`src/inc/dram_host_params.svh`:
```
`ifndef DRAM_HOST_PARAMS_SVH
`define DRAM_HOST_PARAMS_SVH

// ----------------------------------------------------------------
// clock and cycle conversion
// ----------------------------------------------------------------
`define CLK_PERIOD_NS 20
// least times round up, longest times round down
`define CYC_CEIL(ns) ((((ns) + `CLK_PERIOD_NS - 1) / `CLK_PERIOD_NS) < 1 ? 1 : \
  (((ns) + `CLK_PERIOD_NS - 1) / `CLK_PERIOD_NS))
`define CYC_FLOOR(ns) (((ns) / `CLK_PERIOD_NS) < 1 ? 1 : ((ns) / `CLK_PERIOD_NS))

// ----------------------------------------------------------------
// strobe timing of the fastest grade, in ns; refresh period in ms and refresh row count
// ----------------------------------------------------------------
`define T_RC_NS 110
`define T_PC_NS 40
`define T_RP_NS 40
`define T_RAS_MIN_NS 60
`define T_RAS_MAX_NS 10000
`define T_RASP_MAX_NS 100000
`define T_RAC_NS 60
`define T_RCD_NS 20
`define T_RAH_NS 10
`define T_CSR_NS 10
`define T_CHR_NS 15
`define T_REF_MS 16
`define REF_ROWS 1024

// ----------------------------------------------------------------
// derived cycle counts
// ----------------------------------------------------------------
`define T_RC_CYC `CYC_CEIL(`T_RC_NS)
`define T_PC_CYC `CYC_CEIL(`T_PC_NS)
`define T_RP_CYC `CYC_CEIL(`T_RP_NS)
`define T_RAS_CYC `CYC_CEIL(`T_RAS_MIN_NS)
`define T_RAS_MAX_CYC `CYC_FLOOR(`T_RAS_MAX_NS)
`define T_RASP_MAX_CYC `CYC_FLOOR(`T_RASP_MAX_NS)
`define T_RAC_CYC `CYC_CEIL(`T_RAC_NS)
`define T_RCD_CYC `CYC_CEIL(`T_RCD_NS)
`define T_CSR_CYC `CYC_CEIL(`T_CSR_NS)
`define REF_WINDOW_CYC ((`T_REF_MS * 1000000) / `CLK_PERIOD_NS)

// ----------------------------------------------------------------
// widths and field positions
// ----------------------------------------------------------------
`define ADDR_W 11
`define DATA_W 8
`define REQ_ADDR_W 22
`define ROW_LSB 11
`define REF_ROW_W 10
`define OPEN_W 17
`define REF_TMR_W 20
`define STROBE_IDLE 1'b1

`endif

```
`src/inc/dram_host_pkg.sv`:
```
`include "dram_host_params.svh"

package dram_host_pkg;

  // ----------------------------------------------------------------
  // controller states
  // ----------------------------------------------------------------
  typedef enum logic [2:0] {
    ST_PRE,
    ST_IDLE,
    ST_ROW,
    ST_COLADR,
    ST_CASLO,
    ST_CASUP,
    ST_REF_CAS,
    ST_REF_RAS
  } state_t;

  // ----------------------------------------------------------------
  // whole controller state
  // ----------------------------------------------------------------
  typedef struct packed {
    state_t st;
    logic [7:0] cnt;
    logic ref_pend;
    logic rev_ref;
    logic [`ADDR_W-1:0] row;
    logic [`ADDR_W-1:0] col;
    logic wr;
    logic [`DATA_W-1:0] wdata;
    logic [`REF_ROW_W-1:0] ref_row;
    logic ras_n;
    logic cas_n;
    logic we_n;
    logic [`ADDR_W-1:0] addr;
    logic dq_oe;
    logic rd_valid;
    logic [`DATA_W-1:0] rd_data;
  } ctrl_t;

endpackage

```
`src/design/dram_host_ctrl.sv`:
```
`timescale 1ns/1ps
`include "dram_host_params.svh"

module dram_host_ctrl
  import dram_host_pkg::*;
#(
  parameter int P_RASP_CYC = `T_RASP_MAX_CYC, // page row-low limit in cycles
  parameter int P_REF_WINDOW_CYC = `REF_WINDOW_CYC // full refresh window in cycles
) (
  input wire logic i_sys_clk,
  input wire logic i_rstn,
  input wire logic i_req_valid,
  input wire logic i_req_write,
  input wire logic [`REQ_ADDR_W-1:0] i_req_addr,
  input wire logic [`DATA_W-1:0] i_req_wdata,
  output logic o_req_ready,
  output logic o_rd_valid,
  output logic [`DATA_W-1:0] o_rd_data,
  input wire logic i_ras_only_refresh,
  output logic o_row_strobe_n,
  output logic o_col_strobe_n,
  output logic o_write_strobe_n,
  output logic [`ADDR_W-1:0] o_muxed_address_lines,
  input wire logic [`DATA_W-1:0] i_shared_data_lines,
  output logic [`DATA_W-1:0] o_shared_data_lines,
  output logic o_shared_data_lines_oe
);

  // ----------------------------------------------------------------
  // cycle counts
  // ----------------------------------------------------------------
  // column strobe low long enough for row and column access times
  localparam int CAS_LOW_CYC = `T_RAC_CYC;
  // one column step: address, strobe low, strobe high
  localparam int PAGE_STEP_CYC = CAS_LOW_CYC + 2;
  // short refresh rows must still fill the random cycle time
  localparam int PRE_CYC = (`T_RC_CYC - `T_RAS_CYC > `T_RP_CYC) ?
    (`T_RC_CYC - `T_RAS_CYC) : `T_RP_CYC;
  localparam int REF_STEP_CYC = P_REF_WINDOW_CYC / `REF_ROWS;
  localparam int OPEN_LIMIT = P_RASP_CYC - 2 * PAGE_STEP_CYC;

  localparam ctrl_t RST_VAL = '{st: ST_PRE, cnt: 8'(PRE_CYC - 1),
    ras_n: `STROBE_IDLE, cas_n: `STROBE_IDLE, we_n: `STROBE_IDLE, default: '0};

  ctrl_t r; // registered state
  ctrl_t n; // next state
  logic ref_tick; // refresh timer expired
  logic open_load; // row strobe falls for an access
  logic open_done; // page window nearly used up
  logic page_ok; // next request may reuse the open row

  // ----------------------------------------------------------------
  // timers
  // ----------------------------------------------------------------
  // free-running refresh pacing; reloads itself on expiry
  cycle_timer #(.W(`REF_TMR_W)) u_ref_tmr (
    .i_sys_clk(i_sys_clk),
    .i_rstn(i_rstn),
    .i_load(ref_tick),
    .i_value(`REF_TMR_W'(REF_STEP_CYC - 1)),
    .o_done(ref_tick)
  );

  // bounds how long an open row may stay open in page mode
  cycle_timer #(.W(`OPEN_W)) u_open_tmr (
    .i_sys_clk(i_sys_clk),
    .i_rstn(i_rstn),
    .i_load(open_load),
    .i_value(`OPEN_W'(OPEN_LIMIT)),
    .o_done(open_done)
  );

  // ----------------------------------------------------------------
  // next state
  // ----------------------------------------------------------------
  always_comb begin
    n = r;
    n.rd_valid = 1'b0;
    o_req_ready = 1'b0;
    open_load = 1'b0;
    page_ok = i_req_valid && !r.ref_pend && !open_done &&
      (i_req_addr[`REQ_ADDR_W-1:`ROW_LSB] == r.row);
    case (r.st)
      // row strobe high for precharge and cycle time
      ST_PRE: begin
        if (r.cnt != 8'h00) begin
          n.cnt = r.cnt - 8'h01;
        end else begin
          n.st = ST_IDLE;
        end
      end
      // refresh outranks new requests
      ST_IDLE: begin
        if (r.ref_pend) begin
          n.ref_pend = 1'b0;
          n.rev_ref = !i_ras_only_refresh;
          if (!i_ras_only_refresh) begin
            n.cas_n = 1'b0;
            n.we_n = 1'b1;
            n.cnt = 8'(`T_CSR_CYC - 1);
            n.st = ST_REF_CAS;
          end else begin
            n.ras_n = 1'b0;
            n.addr = {1'b0, r.ref_row};
            n.ref_row = r.ref_row + `REF_ROW_W'(1);
            n.cnt = 8'(`T_RAS_CYC - 1);
            n.st = ST_REF_RAS;
          end
        end else if (i_req_valid) begin
          o_req_ready = 1'b1;
          open_load = 1'b1;
          n.row = i_req_addr[`REQ_ADDR_W-1:`ROW_LSB];
          n.col = i_req_addr[`ROW_LSB-1:0];
          n.wr = i_req_write;
          n.wdata = i_req_wdata;
          n.ras_n = 1'b0;
          n.addr = i_req_addr[`REQ_ADDR_W-1:`ROW_LSB];
          n.cnt = 8'(`T_RCD_CYC - 1);
          n.st = ST_ROW;
        end
      end
      // row address held while row strobe settles
      ST_ROW: begin
        if (r.cnt != 8'h00) begin
          n.cnt = r.cnt - 8'h01;
        end else begin
          n.addr = r.col;
          n.we_n = !r.wr;
          n.dq_oe = r.wr;
          n.st = ST_COLADR;
        end
      end
      // column address and write strobe settle before column falls
      ST_COLADR: begin
        n.cas_n = 1'b0;
        n.cnt = 8'(CAS_LOW_CYC - 1);
        n.st = ST_CASLO;
      end
      // data is sampled on the last low cycle of the column strobe
      ST_CASLO: begin
        if (r.cnt != 8'h00) begin
          n.cnt = r.cnt - 8'h01;
        end else begin
          if (!r.wr) begin
            n.rd_valid = 1'b1;
            n.rd_data = i_shared_data_lines;
          end
          n.cas_n = 1'b1;
          n.st = ST_CASUP;
        end
      end
      // write strobe and data are released only after column rises
      ST_CASUP: begin
        n.we_n = 1'b1;
        n.dq_oe = 1'b0;
        if (page_ok) begin
          o_req_ready = 1'b1;
          n.col = i_req_addr[`ROW_LSB-1:0];
          n.wr = i_req_write;
          n.wdata = i_req_wdata;
          n.addr = i_req_addr[`ROW_LSB-1:0];
          n.we_n = !i_req_write;
          n.dq_oe = i_req_write;
          n.st = ST_COLADR;
        end else begin
          n.ras_n = 1'b1;
          n.cnt = 8'(PRE_CYC - 1);
          n.st = ST_PRE;
        end
      end
      // column strobe already low; now drop the row strobe
      ST_REF_CAS: begin
        if (r.cnt != 8'h00) begin
          n.cnt = r.cnt - 8'h01;
        end else begin
          n.ras_n = 1'b0;
          n.cnt = 8'(`T_RAS_CYC - 1);
          n.st = ST_REF_RAS;
        end
      end
      // refresh row strobe pulse; in a reversed refresh both strobes rise together
      ST_REF_RAS: begin
        if (r.cnt != 8'h00) begin
          n.cnt = r.cnt - 8'h01;
        end else begin
          n.ras_n = 1'b1;
          n.cas_n = 1'b1;
          n.cnt = 8'(PRE_CYC - 1);
          n.st = ST_PRE;
        end
      end
      default: begin
        n = RST_VAL;
      end
    endcase
    // a tick in the cycle that takes the refresh wins over the clear
    if (ref_tick) begin
      n.ref_pend = 1'b1;
    end
  end

  // ----------------------------------------------------------------
  // state register
  // ----------------------------------------------------------------
  always_ff @(posedge i_sys_clk or negedge i_rstn) begin
    if (!i_rstn) begin
      r <= RST_VAL;
    end else begin
      r <= n;
    end
  end

  assign o_rd_valid = r.rd_valid;
  assign o_rd_data = r.rd_data;
  assign o_row_strobe_n = r.ras_n;
  assign o_col_strobe_n = r.cas_n;
  assign o_write_strobe_n = r.we_n;
  assign o_muxed_address_lines = r.addr;
  assign o_shared_data_lines = r.wdata;
  assign o_shared_data_lines_oe = r.dq_oe;

  // ----------------------------------------------------------------
  // checks on the strobes this controller drives
  // ----------------------------------------------------------------
  localparam int REF_WAIT_MAX = 30;
  logic [16:0] ras_low_cnt; // cycles the row strobe has been low
  logic [7:0] ras_high_cnt; // cycles the row strobe has been high
  logic [7:0] ras_gap; // cycles since last row strobe fall
  logic [7:0] cas_gap; // cycles since last column strobe fall
  logic ras_prev; // row strobe one cycle ago
  logic cas_prev; // column strobe one cycle ago
  logic fall_in_row; // one column fall already in this row
  logic page_seen; // a second column fall in this row

  always_ff @(posedge i_sys_clk or negedge i_rstn) begin
    if (!i_rstn) begin
      ras_low_cnt <= '0;
      ras_high_cnt <= 8'hff;
      ras_gap <= 8'hff;
      cas_gap <= 8'hff;
      ras_prev <= 1'b1;
      cas_prev <= 1'b1;
      fall_in_row <= 1'b0;
      page_seen <= 1'b0;
    end else begin
      ras_prev <= o_row_strobe_n;
      cas_prev <= o_col_strobe_n;
      ras_low_cnt <= o_row_strobe_n ? 17'h00000 : ras_low_cnt + 17'h00001;
      ras_high_cnt <= !o_row_strobe_n ? 8'h00 :
        (ras_high_cnt == 8'hff ? 8'hff : ras_high_cnt + 8'h01);
      ras_gap <= (ras_prev && !o_row_strobe_n) ? 8'h01 :
        (ras_gap == 8'hff ? 8'hff : ras_gap + 8'h01);
      cas_gap <= (cas_prev && !o_col_strobe_n) ? 8'h01 :
        (cas_gap == 8'hff ? 8'hff : cas_gap + 8'h01);
      if (o_row_strobe_n) begin
        fall_in_row <= 1'b0;
        page_seen <= 1'b0;
      end else if (cas_prev && !o_col_strobe_n) begin
        fall_in_row <= 1'b1;
        page_seen <= fall_in_row;
      end
    end
  end
endmodule

```
`src/design/cycle_timer.sv`:
```
`timescale 1ns/1ps

// down counter; done while the count stands at zero
module cycle_timer #(
  parameter int W = 8
) (
  input wire logic i_sys_clk,
  input wire logic i_rstn,
  input wire logic i_load,
  input wire logic [W-1:0] i_value,
  output logic o_done
);

  typedef struct packed {
    logic [W-1:0] cnt;
  } tmr_t;

  tmr_t r; // registered state
  tmr_t n; // next state

  // ----------------------------------------------------------------
  // next count
  // ----------------------------------------------------------------
  always_comb begin
    n = r;
    if (i_load) begin
      n.cnt = i_value;
    end else if (r.cnt != '0) begin
      n.cnt = r.cnt - W'(1);
    end
  end

  // ----------------------------------------------------------------
  // state register
  // ----------------------------------------------------------------
  always_ff @(posedge i_sys_clk or negedge i_rstn) begin
    if (!i_rstn) begin
      r <= '0;
    end else begin
      r <= n;
    end
  end

  assign o_done = (r.cnt == '0);

endmodule

```
`config.mk`:
```
export PLATFORM = sky130hd
export DESIGN_NAME = dram_host_ctrl
export DESIGN_NICKNAME = d
export VERILOG_FILES = /design/src/inc/dram_host_pkg.sv /design/src/design/dram_host_ctrl.sv /design/src/design/cycle_timer.sv
export VERILOG_INCLUDE_DIRS = /design/src /design/src/inc
export SDC_FILE = /design/constraint.sdc
export NUM_CORES = 1
export LEC_CHECK = 0
export BUFFER_PORTS_ARGS = -buffer_cell sky130_fd_sc_hd__buf_4
export CORE_UTILIZATION = 45
export CTS_CLUSTER_DIAMETER = 150
export DETAILED_ROUTE_END_ITERATION = 12
export PLACE_DENSITY_LB_ADDON = 0.2
export SYNTH_ARGS = -nofsm -noshare
export SYNTH_HDL_FRONTEND = slang
export SYNTH_SLANG_ARGS = --single-unit
```
`constraint.sdc`:
```
create_clock -name i_sys_clk -period 6.32 [get_ports i_sys_clk]
set_input_delay 0.316 -clock i_sys_clk [delete_from_list [all_inputs] [get_ports i_sys_clk]]
set_output_delay 0.316 -clock i_sys_clk [all_outputs]
set_load 0.05 [all_outputs]
```
==> results of run 1 <==
[placed cells by master (no fill, tap or decap), types with 2 or more instances in the layout]
master,count
a21oi_1,35
a221oi_1,10
a22o_1,12
a2bb2oi_1,3
a31oi_1,3
and2_1,3
and4_1,2
buf_4,77
clkbuf_1,2
clkbuf_16,17
clkbuf_8,4
clkinv_2,5
clkinv_4,2
dfrtp_1,110
dfstp_2,4
ha_1,8
inv_1,10
mux2_2,53
mux2i_1,3
nand2_1,78
nand2b_1,3
nand3_1,17
nand3b_1,4
nand4_1,5
nand4b_1,2
nor2_1,45
nor2b_1,4
nor3_1,18
nor4_1,13
nor4_4,2
nor4b_1,3
o211a_1,2
o21ai_0,16
o31ai_1,2
or3_1,5
or4_4,3
xnor2_1,23
xor2_1,27
[metrics by stage]
stage	setup slack, ns	std cells	util (%)	area (sq um)
floorplan	4.04	602	-	6090
global placement	3.01	801	49.7	6580
detailed placement	2.94	801	49.7	6580
CTS	2.49	833	53.9	7140
global route	2.28	833	53.9	7140
finish	2.52	833	53.9	7140
[final timing paths]
check | end | slack, ns
min in group i_sys_clk | o_write_strobe_n$_DFFE_PN1P_ | 0.05
min | u_ref_tmr.r[15]$_DFF_PN0_ | -0.01
max reg2reg | o_muxed_address_lines[7]$_DFFE_PN0P_ | 3.02
min reg2reg | r[33]$_DFFE_PN0P_ | 0.46
max | o_req_ready | 2.52
max in group asynchronous | o_muxed_address_lines[6]$_DFFE_PN0P_ | 5.18
[cells in the mapped netlist, types with 2 or more instances]
cell type and count:
nor2b_1 4, and4_1 2, ha_1 8, nor4_4 2
nand2_1 78, a21oi_1 35, o21ai_1 2, nor3_1 18
xnor2_1 23, nand3b_1 4, mux2i_1 3, nor4_1 13
buf_1 2, nor4b_1 3, buf_2 5, or4_4 3
nand2b_1 3, nor2_1 45, o21ai_0 16, a22o_1 12
o211a_1 2, buf_4 28, nand4_1 5, inv_1 10
dfstp_2 4, a221oi_1 10, clkbuf_1 19, o31ai_1 2
xor2_1 27, nand4b_1 2, a31oi_1 3, nand3_1 17
and2_1 3, mux2_2 53, dfrtp_1 110, or3_1 5
a2bb2oi_1 3
[metal layers]
metal	global-route usage (%)	wire length [um]	part of all wire, %	vias up
met1	26.3	6060	45	2247
met5	0	0	0	-
met3	5.41	559	4.2	15
met2	32.5	6540	49	106
li1	-	-	-	2190
met4	6.17	169	1.3	0
[sequential cells by signal (all words and copies together) (netlist names), 8 cells and up]
name	cells
o_shared_data_lines	8
o_muxed_address_lines	11
u_ref_tmr.r	20
r	45
o_rd_data	8
u_open_tmr.r	17
[cell families after synthesis]
family | share of synthesized area, %
compound gates | 10.2
xor+xnor | 7.19
fa+ha+maj | 1.64
buf+inv | 5.77
flops | 46.9
mux | 10.3
simple gates | 17.9
[power breakdown]
part	total [mW]	internal [mW]	switching, mW
Clock	0.899	0.578	0.321
Combinational	1.39	0.570	0.819
Sequential	1.29	0.994	0.293
[area by class of cell]
class | instances | area (sq um)
clock inverter | 9 | 80.1
sequential | 114 | 2860
clock buffer | 23 | 488
multi-input combinational | 424 | 2880
timing repair buffer | 77 | 578
inverter | 10 | 37.5
fill | 1215 | 6100
tap | 176 | 220
==> impl_metrics.yaml, run 1 <==
drt:
  route.detailed.wl_per_inst_um: 16.0
  dr.pass1.iters: 5
  antenna_left: 0
  finalWirelength_um: 13300
  vias_per_cell: 5.47
  drt_iter0_markers: 405
  drc: 0
  via_count: 4558
yosys:
  syn_nets: 653
  yosys-top-cells-area: "dfrtp_1 (45%), mux2_2 (9.8%), nand2_1 (4.8%), xor2_1 (3.9%), buf_4 (3.5%)"
  synth_warnings: 0
  synth-edff-count: 0
  syn_avg_cell_area_sq_um: 10.1
  ys_seq_elements: 114
  yosysUniqueCellTypes: 55
  netlist.top_cell.by_area: "dfrtp_1"
  synth-main-ff-cell: "dfrtp_1"
  yosysTopAreaCellShare_pct: 45.2
  syn_area_sq_um: 6090
  yosysSeqAreaShare_pct: 46.9
  ys_async_sr_fraction_pct: 100
  synthCells: 602
floorplan:
  ios: 76
  die_width_um: 118
  core_sq_um: 13200
  rows: 42
  die_area_sq_um: 14000
  initial_core_util_pct: 46.0
  die_h_um: 118
clock_network:
  cts.sink_count: 114
  post_cts_buffers: 0
  cts_tree: "built"
  cts_inserted_buffers: 17
  clkTransAtPathRegs_ns: 0.05
  ctsHoldBuffers: 0
  htreeDepth: 4
  cts_root_buf: "clkbuf_16"
  ctsResizeCount: 0
  clock_path_buffers: 2
  worstSkewPairLatency_ns: 0.41
worst_setup_path:
  r2r_start: "u_open_tmr.r[3]$_DFFE_PN0P_"
  cpPeakStageDelay_ns: 0.95
  ff2ff_path_depth: 5
  crit_buf_inv: 1
  slowest_stage: "dfrtp_1"
  critical_path.endpoint_type: "output port"
  worstPathArrival_ns: 3.48
  crit_cells: 4
  crit_type: "flip-flop to output port"
  cp_top_family: "simple AND/OR/NAND/NOR gates"
  start_kind: "flip-flop"
  required_ns: 6.00
  crit_fanout: 29
  crit_path_start: "r[75]$_DFFE_PN0P_"
  path_cells: "or3b_1 -> or2_1 -> o21ai_2 -> buf_4"
place:
  place_congestion: 0.812
  io_buffers: 75
  dp_hpwl_um: 9130
layout:
  syn_to_final_growth_pct: 17.3
  layout.nets: 695
  drive_gt1_share_pct: 26.2
  antenna_cells: 0
grt:
  grt_antenna_before_repair: 0
  grt_max_degree: 64
  grtUsageTotal_pct: 20.1
  grt_pass1_vias: 4497
  grt_overflow: 0
  grt_pass1_wl_um: 22100
pwr:
  power_mw: 3.57
  vdd_drop_max_mv: 0.284
  leakage_nw: 3.22
  power_density_nw_per_um2: 500
run:
  cap_violations: 0
outcome:
  failed_checks: "hold timing"
  outcome: "complete, but fails checks"
worst_hold_path:
  min_path_type: "input pin to asynchronous set/reset pin"
sta:
  worst_pin_slew_ns: 1.31
  fin_setup_tns_ns: 0
  finalHoldViolCount: 17
  min_period_over_period_pct: 60.1
  rsz0062_at_grt: "no"
  skew_ns: 0.00850
  whs_ns: -0.0145
  setup_viol: 0
  finalCriticalPeriod_ns: 3.80
  slew_headroom_pct: 12.4
  slew_violations: 0
  fmax_ghz: 0.263
Power figures use the tool's default switching activity.
==> inputs of run 2 (changes only) <==
Settings changed: ABC_AREA set to 1.
Clock period 6.32 ns to 3.5 ns, I/O delays scaled along.
==> run 2 against run 1 <==
  * The run now ends clean
  * Clock-buffer cell count grew 2
  * Sequential power grew 64%
  * Critical path type unchanged
  * Highest routed layer unchanged
  * Synthesized cell count grew 48%
  * Combinational power grew 100%
  * Worst setup slack lost 2.0 ns
  * Total power grew 86%
  * Global-route usage grew 3.4 points
  * Die area grew 8.3%
  * First-iteration DRC count shrank 3.2%
  * Worst hold slack gained 0.035 ns
  * Cell count grew 40%
  * Core utilization grew 2.9 points
==> impl_metrics.yaml, run 2 <==
outcome:
  outcome: "finished, final reports clean"
clock_network:
  cts_tree: "built"
  cts.sink_count: 114
  clock_path_buffers: 2
  clkTransAtPathRegs_ns: 0.05
  htreeDepth: 4
  cts_inserted_buffers: 17
  post_cts_buffers: 0
  cts_root_buf: "clkbuf_16"
  worstSkewPairLatency_ns: 0.43
yosys:
  ys_async_sr_fraction_pct: 100
  yosysMostFrequentCell: "nand2_1"
  syn_avg_cell_area_sq_um: 7.39
  syn_area_sq_um: 6600
  yosys-top-cells-count: "nand2_1 (270), dfrtp_1 (110), inv_1 (103), nor2_1 (85), nand3_1 (83)"
  synth-edff-count: 0
  synth-main-ff-cell: "dfrtp_1"
  yosysUniqueCellTypes: 40
  synthCells: 893
  ys_seq_elements: 114
  syn_nets: 944
  synth_warnings: 0
  netlist.top_cell.by_area: "dfrtp_1"
  yosys-top-cells-area: "dfrtp_1 (42%), nand2_1 (15%), nand3_1 (6.3%), inv_1 (5.9%), nor2_1 (4.8%)"
  yosysSeqAreaShare_pct: 43.3
  yosysTopAreaCellShare_pct: 41.7
sta:
  setup_viol: 0
  rsz0062_at_grt: "no"
  fin_setup_tns_ns: 0
  setup_ws_ns: 0.519
  worst_pin_slew_ns: 0.906
  min_period_over_period_pct: 85.2
  slew_headroom_pct: 39.4
  fmax_ghz: 0.335
  finalCriticalPeriod_ns: 2.98
  slew_violations: 0
  skew_ns: 0.00842
  finalHoldViolCount: 0
drt:
  drc: 0
  antenna_left: 0
  via_count: 5777
  dr.pass1.iters: 5
  route.detailed.wl_per_inst_um: 14.2
  finalWirelength_um: 16600
  drt_iter0_markers: 392
  vias_per_cell: 4.95
floorplan:
  die_area_sq_um: 15200
  core_sq_um: 14100
  ios: 76
  rows: 43
  die_h_um: 123
  die_width_um: 123
  initial_core_util_pct: 46.8
worst_setup_path:
  required_ns: 3.32
  path_cells: "nor2_2 -> nand2_1 -> nor2_1 -> nand2_1 -> nor2_2 -> nand3_4 -> nand2_2 -> buf_4"
  crit_fanout: 25
  cpPeakStageDelay_ns: 0.64
  start_kind: "flip-flop"
  slowest_stage: "dfrtp_1"
  crit_buf_inv: 1
  critical_path.endpoint_type: "output port"
  crit_type: "flip-flop to output port"
  worstPathArrival_ns: 2.81
  cp_top_family: "simple AND/OR/NAND/NOR gates"
grt:
  busiest_layer: "met2"
  grt_antenna_before_repair: 0
  grt_overflow: 0
  grtUsageTotal_pct: 23.5
  grt_max_degree: 61
  grt_pass1_vias: 5609
  grt_pass1_wl_um: 27000
  grt_use_met1_pct: 30.2
  use_met3_pct: 6.04
  met2_usage_pct: 38.8
layout:
  final_util_pct: 56.8
  largest_register_ffs: 45
  regMostFlops: "r"
  antenna_cells: 0
  final_common_cell: "nand2_1"
  largestRegisters: "r (45), u_ref_tmr.r (20), u_open_tmr.r (17)"
  mostFrequentLayoutCells: "nand2_1 (270), dfrtp_1 (110), inv_1 (103)"
  syn_to_final_growth_pct: 21.3
  drive_gt1_share_pct: 14.2
  layout.nets: 1026
pwr:
  intPower_mw: 3.80
  vdd_drop_max_mv: 0.700
  power_mw: 6.65
  pwr-share-comb_pct: 42.5
  leakage_nw: 4.10
  p_seq_share_pct: 31.9
  p_clk_share_pct: 25.6
  switching_share_pct: 42.9
  switchingPower_mw: 2.85
  power_density_nw_per_um2: 830
place:
  dp_hpwl_um: 11500
  place_ws_ns: 0.946
  io_buffers: 75
  place_congestion: 0.848
run:
  cap_violations: 0
worst_hold_path:
  min_path_type: "input pin to flip-flop"
==> run 2: changes by cell type in the layout (fill, tap and decap cells not counted), moves of 11 or more <==
| cell | delta |
|---|---|
| nand2_1 | +192 |
| mux2_2 | -53 |
| dlygate4sd3_1 | +34 |
| nand3_1 | +66 |
| a22o_1 | -12 |
| nor2_1 | +40 |
| o21ai_0 | +25 |
| inv_1 | +93 |
| a21oi_1 | -18 |
| xnor2_1 | -17 |
| nand3b_1 | +11 |
==> run 2: worst reg2reg max path: cells and delay by family, from the launching register on <==
family / cells / cell delay, ns
and+or+nand+nor: 10 / 1.83
DFF: 1 / 0.64
==> run 2: layout make-up <==
class,instances,area [sq um]
multi-input cells,620,2990
clock inverters,7,85.1
flip-flops and latches,114,2860
repair buffers,115,961
fillers,1350,6090
well taps,180,225
clock buffers,25,485
inverters,107,402
==> run 2: path summary, 6_finish.rpt <==
kind / start / endpoint / slack [ns] / cells past startpoint
setup reg to reg: r[66]$_DFFE_PN0P_ / o_muxed_address_lines[7]$_DFFE_PN0P_ / 0.91 / 10
hold reg to reg: u_ref_tmr.r[0]$_DFF_PN0_ / u_ref_tmr.r[0]$_DFF_PN0_ / 0.45 / 1
hold / removal: i_req_addr[11] / r[54]$_DFFE_PN0P_ / 0.02 / 3
setup / recovery: r[66]$_DFFE_PN0P_ / o_req_ready / 0.52 / 8
max in group asynchronous: i_rstn / o_write_strobe_n$_DFFE_PN1P_ / 2.37 / 3
min in group asynchronous: i_rstn / r[70]$_DFFE_PN0P_ / 0.33 / 2
==> run 2: cells by family (layout without fill, tap and decap cells) <==
group                    count (synthesis)  count (layout)  synth area share [%]
AND/OR/NAND/NOR                        514             514                  34.4
buffers and inverters                  159             254                  11.4
flip-flops                             114             114                  43.3
XOR/XNOR                                23              23                  3.05
adder cells (fa/ha/maj)                  8               8                  1.52
AO/OA/AOI/OAI                           75              75                  6.35
==> run 2: power groups by stage <==
stage	Sequential, mW	Combinational, mW	Clock (mW)
after floorplan	2.09	2.31	0
after global placement	2.13	2.76	0
after detailed placement	2.13	2.80	0
after CTS	2.11	2.84	1.73
after global routing	2.18	3.16	1.79
final	2.12	2.83	1.70
==> run 2: metrics by stage <==
stage / instances / cell area (sq um) / hold WS [ns]
3_3_place_gp: 1102 / 7100 / 0.268
2_1_floorplan: 893 / 6600 / -0.121
4_1_cts: 1168 / 8010 / 0.00636
6_report: 1168 / 8010 / 0.0207
5_1_grt: 1168 / 8010 / 0.0173
3_5_place_dp: 1102 / 7100 / 0.273
==> run 2: repair_timing <==
action	CTS	global route
hold endpoints to repair	85	0
endpoints found under the setup margin	0	0
hold buffers	34	0
gates resized for setup	0	0
==> run 2: layer usage <==
metal	part of all wire, %	routed length, um
met4	1.7	278
met1	46	7680
met3	3.8	638
met5	0	0
met2	48	8010
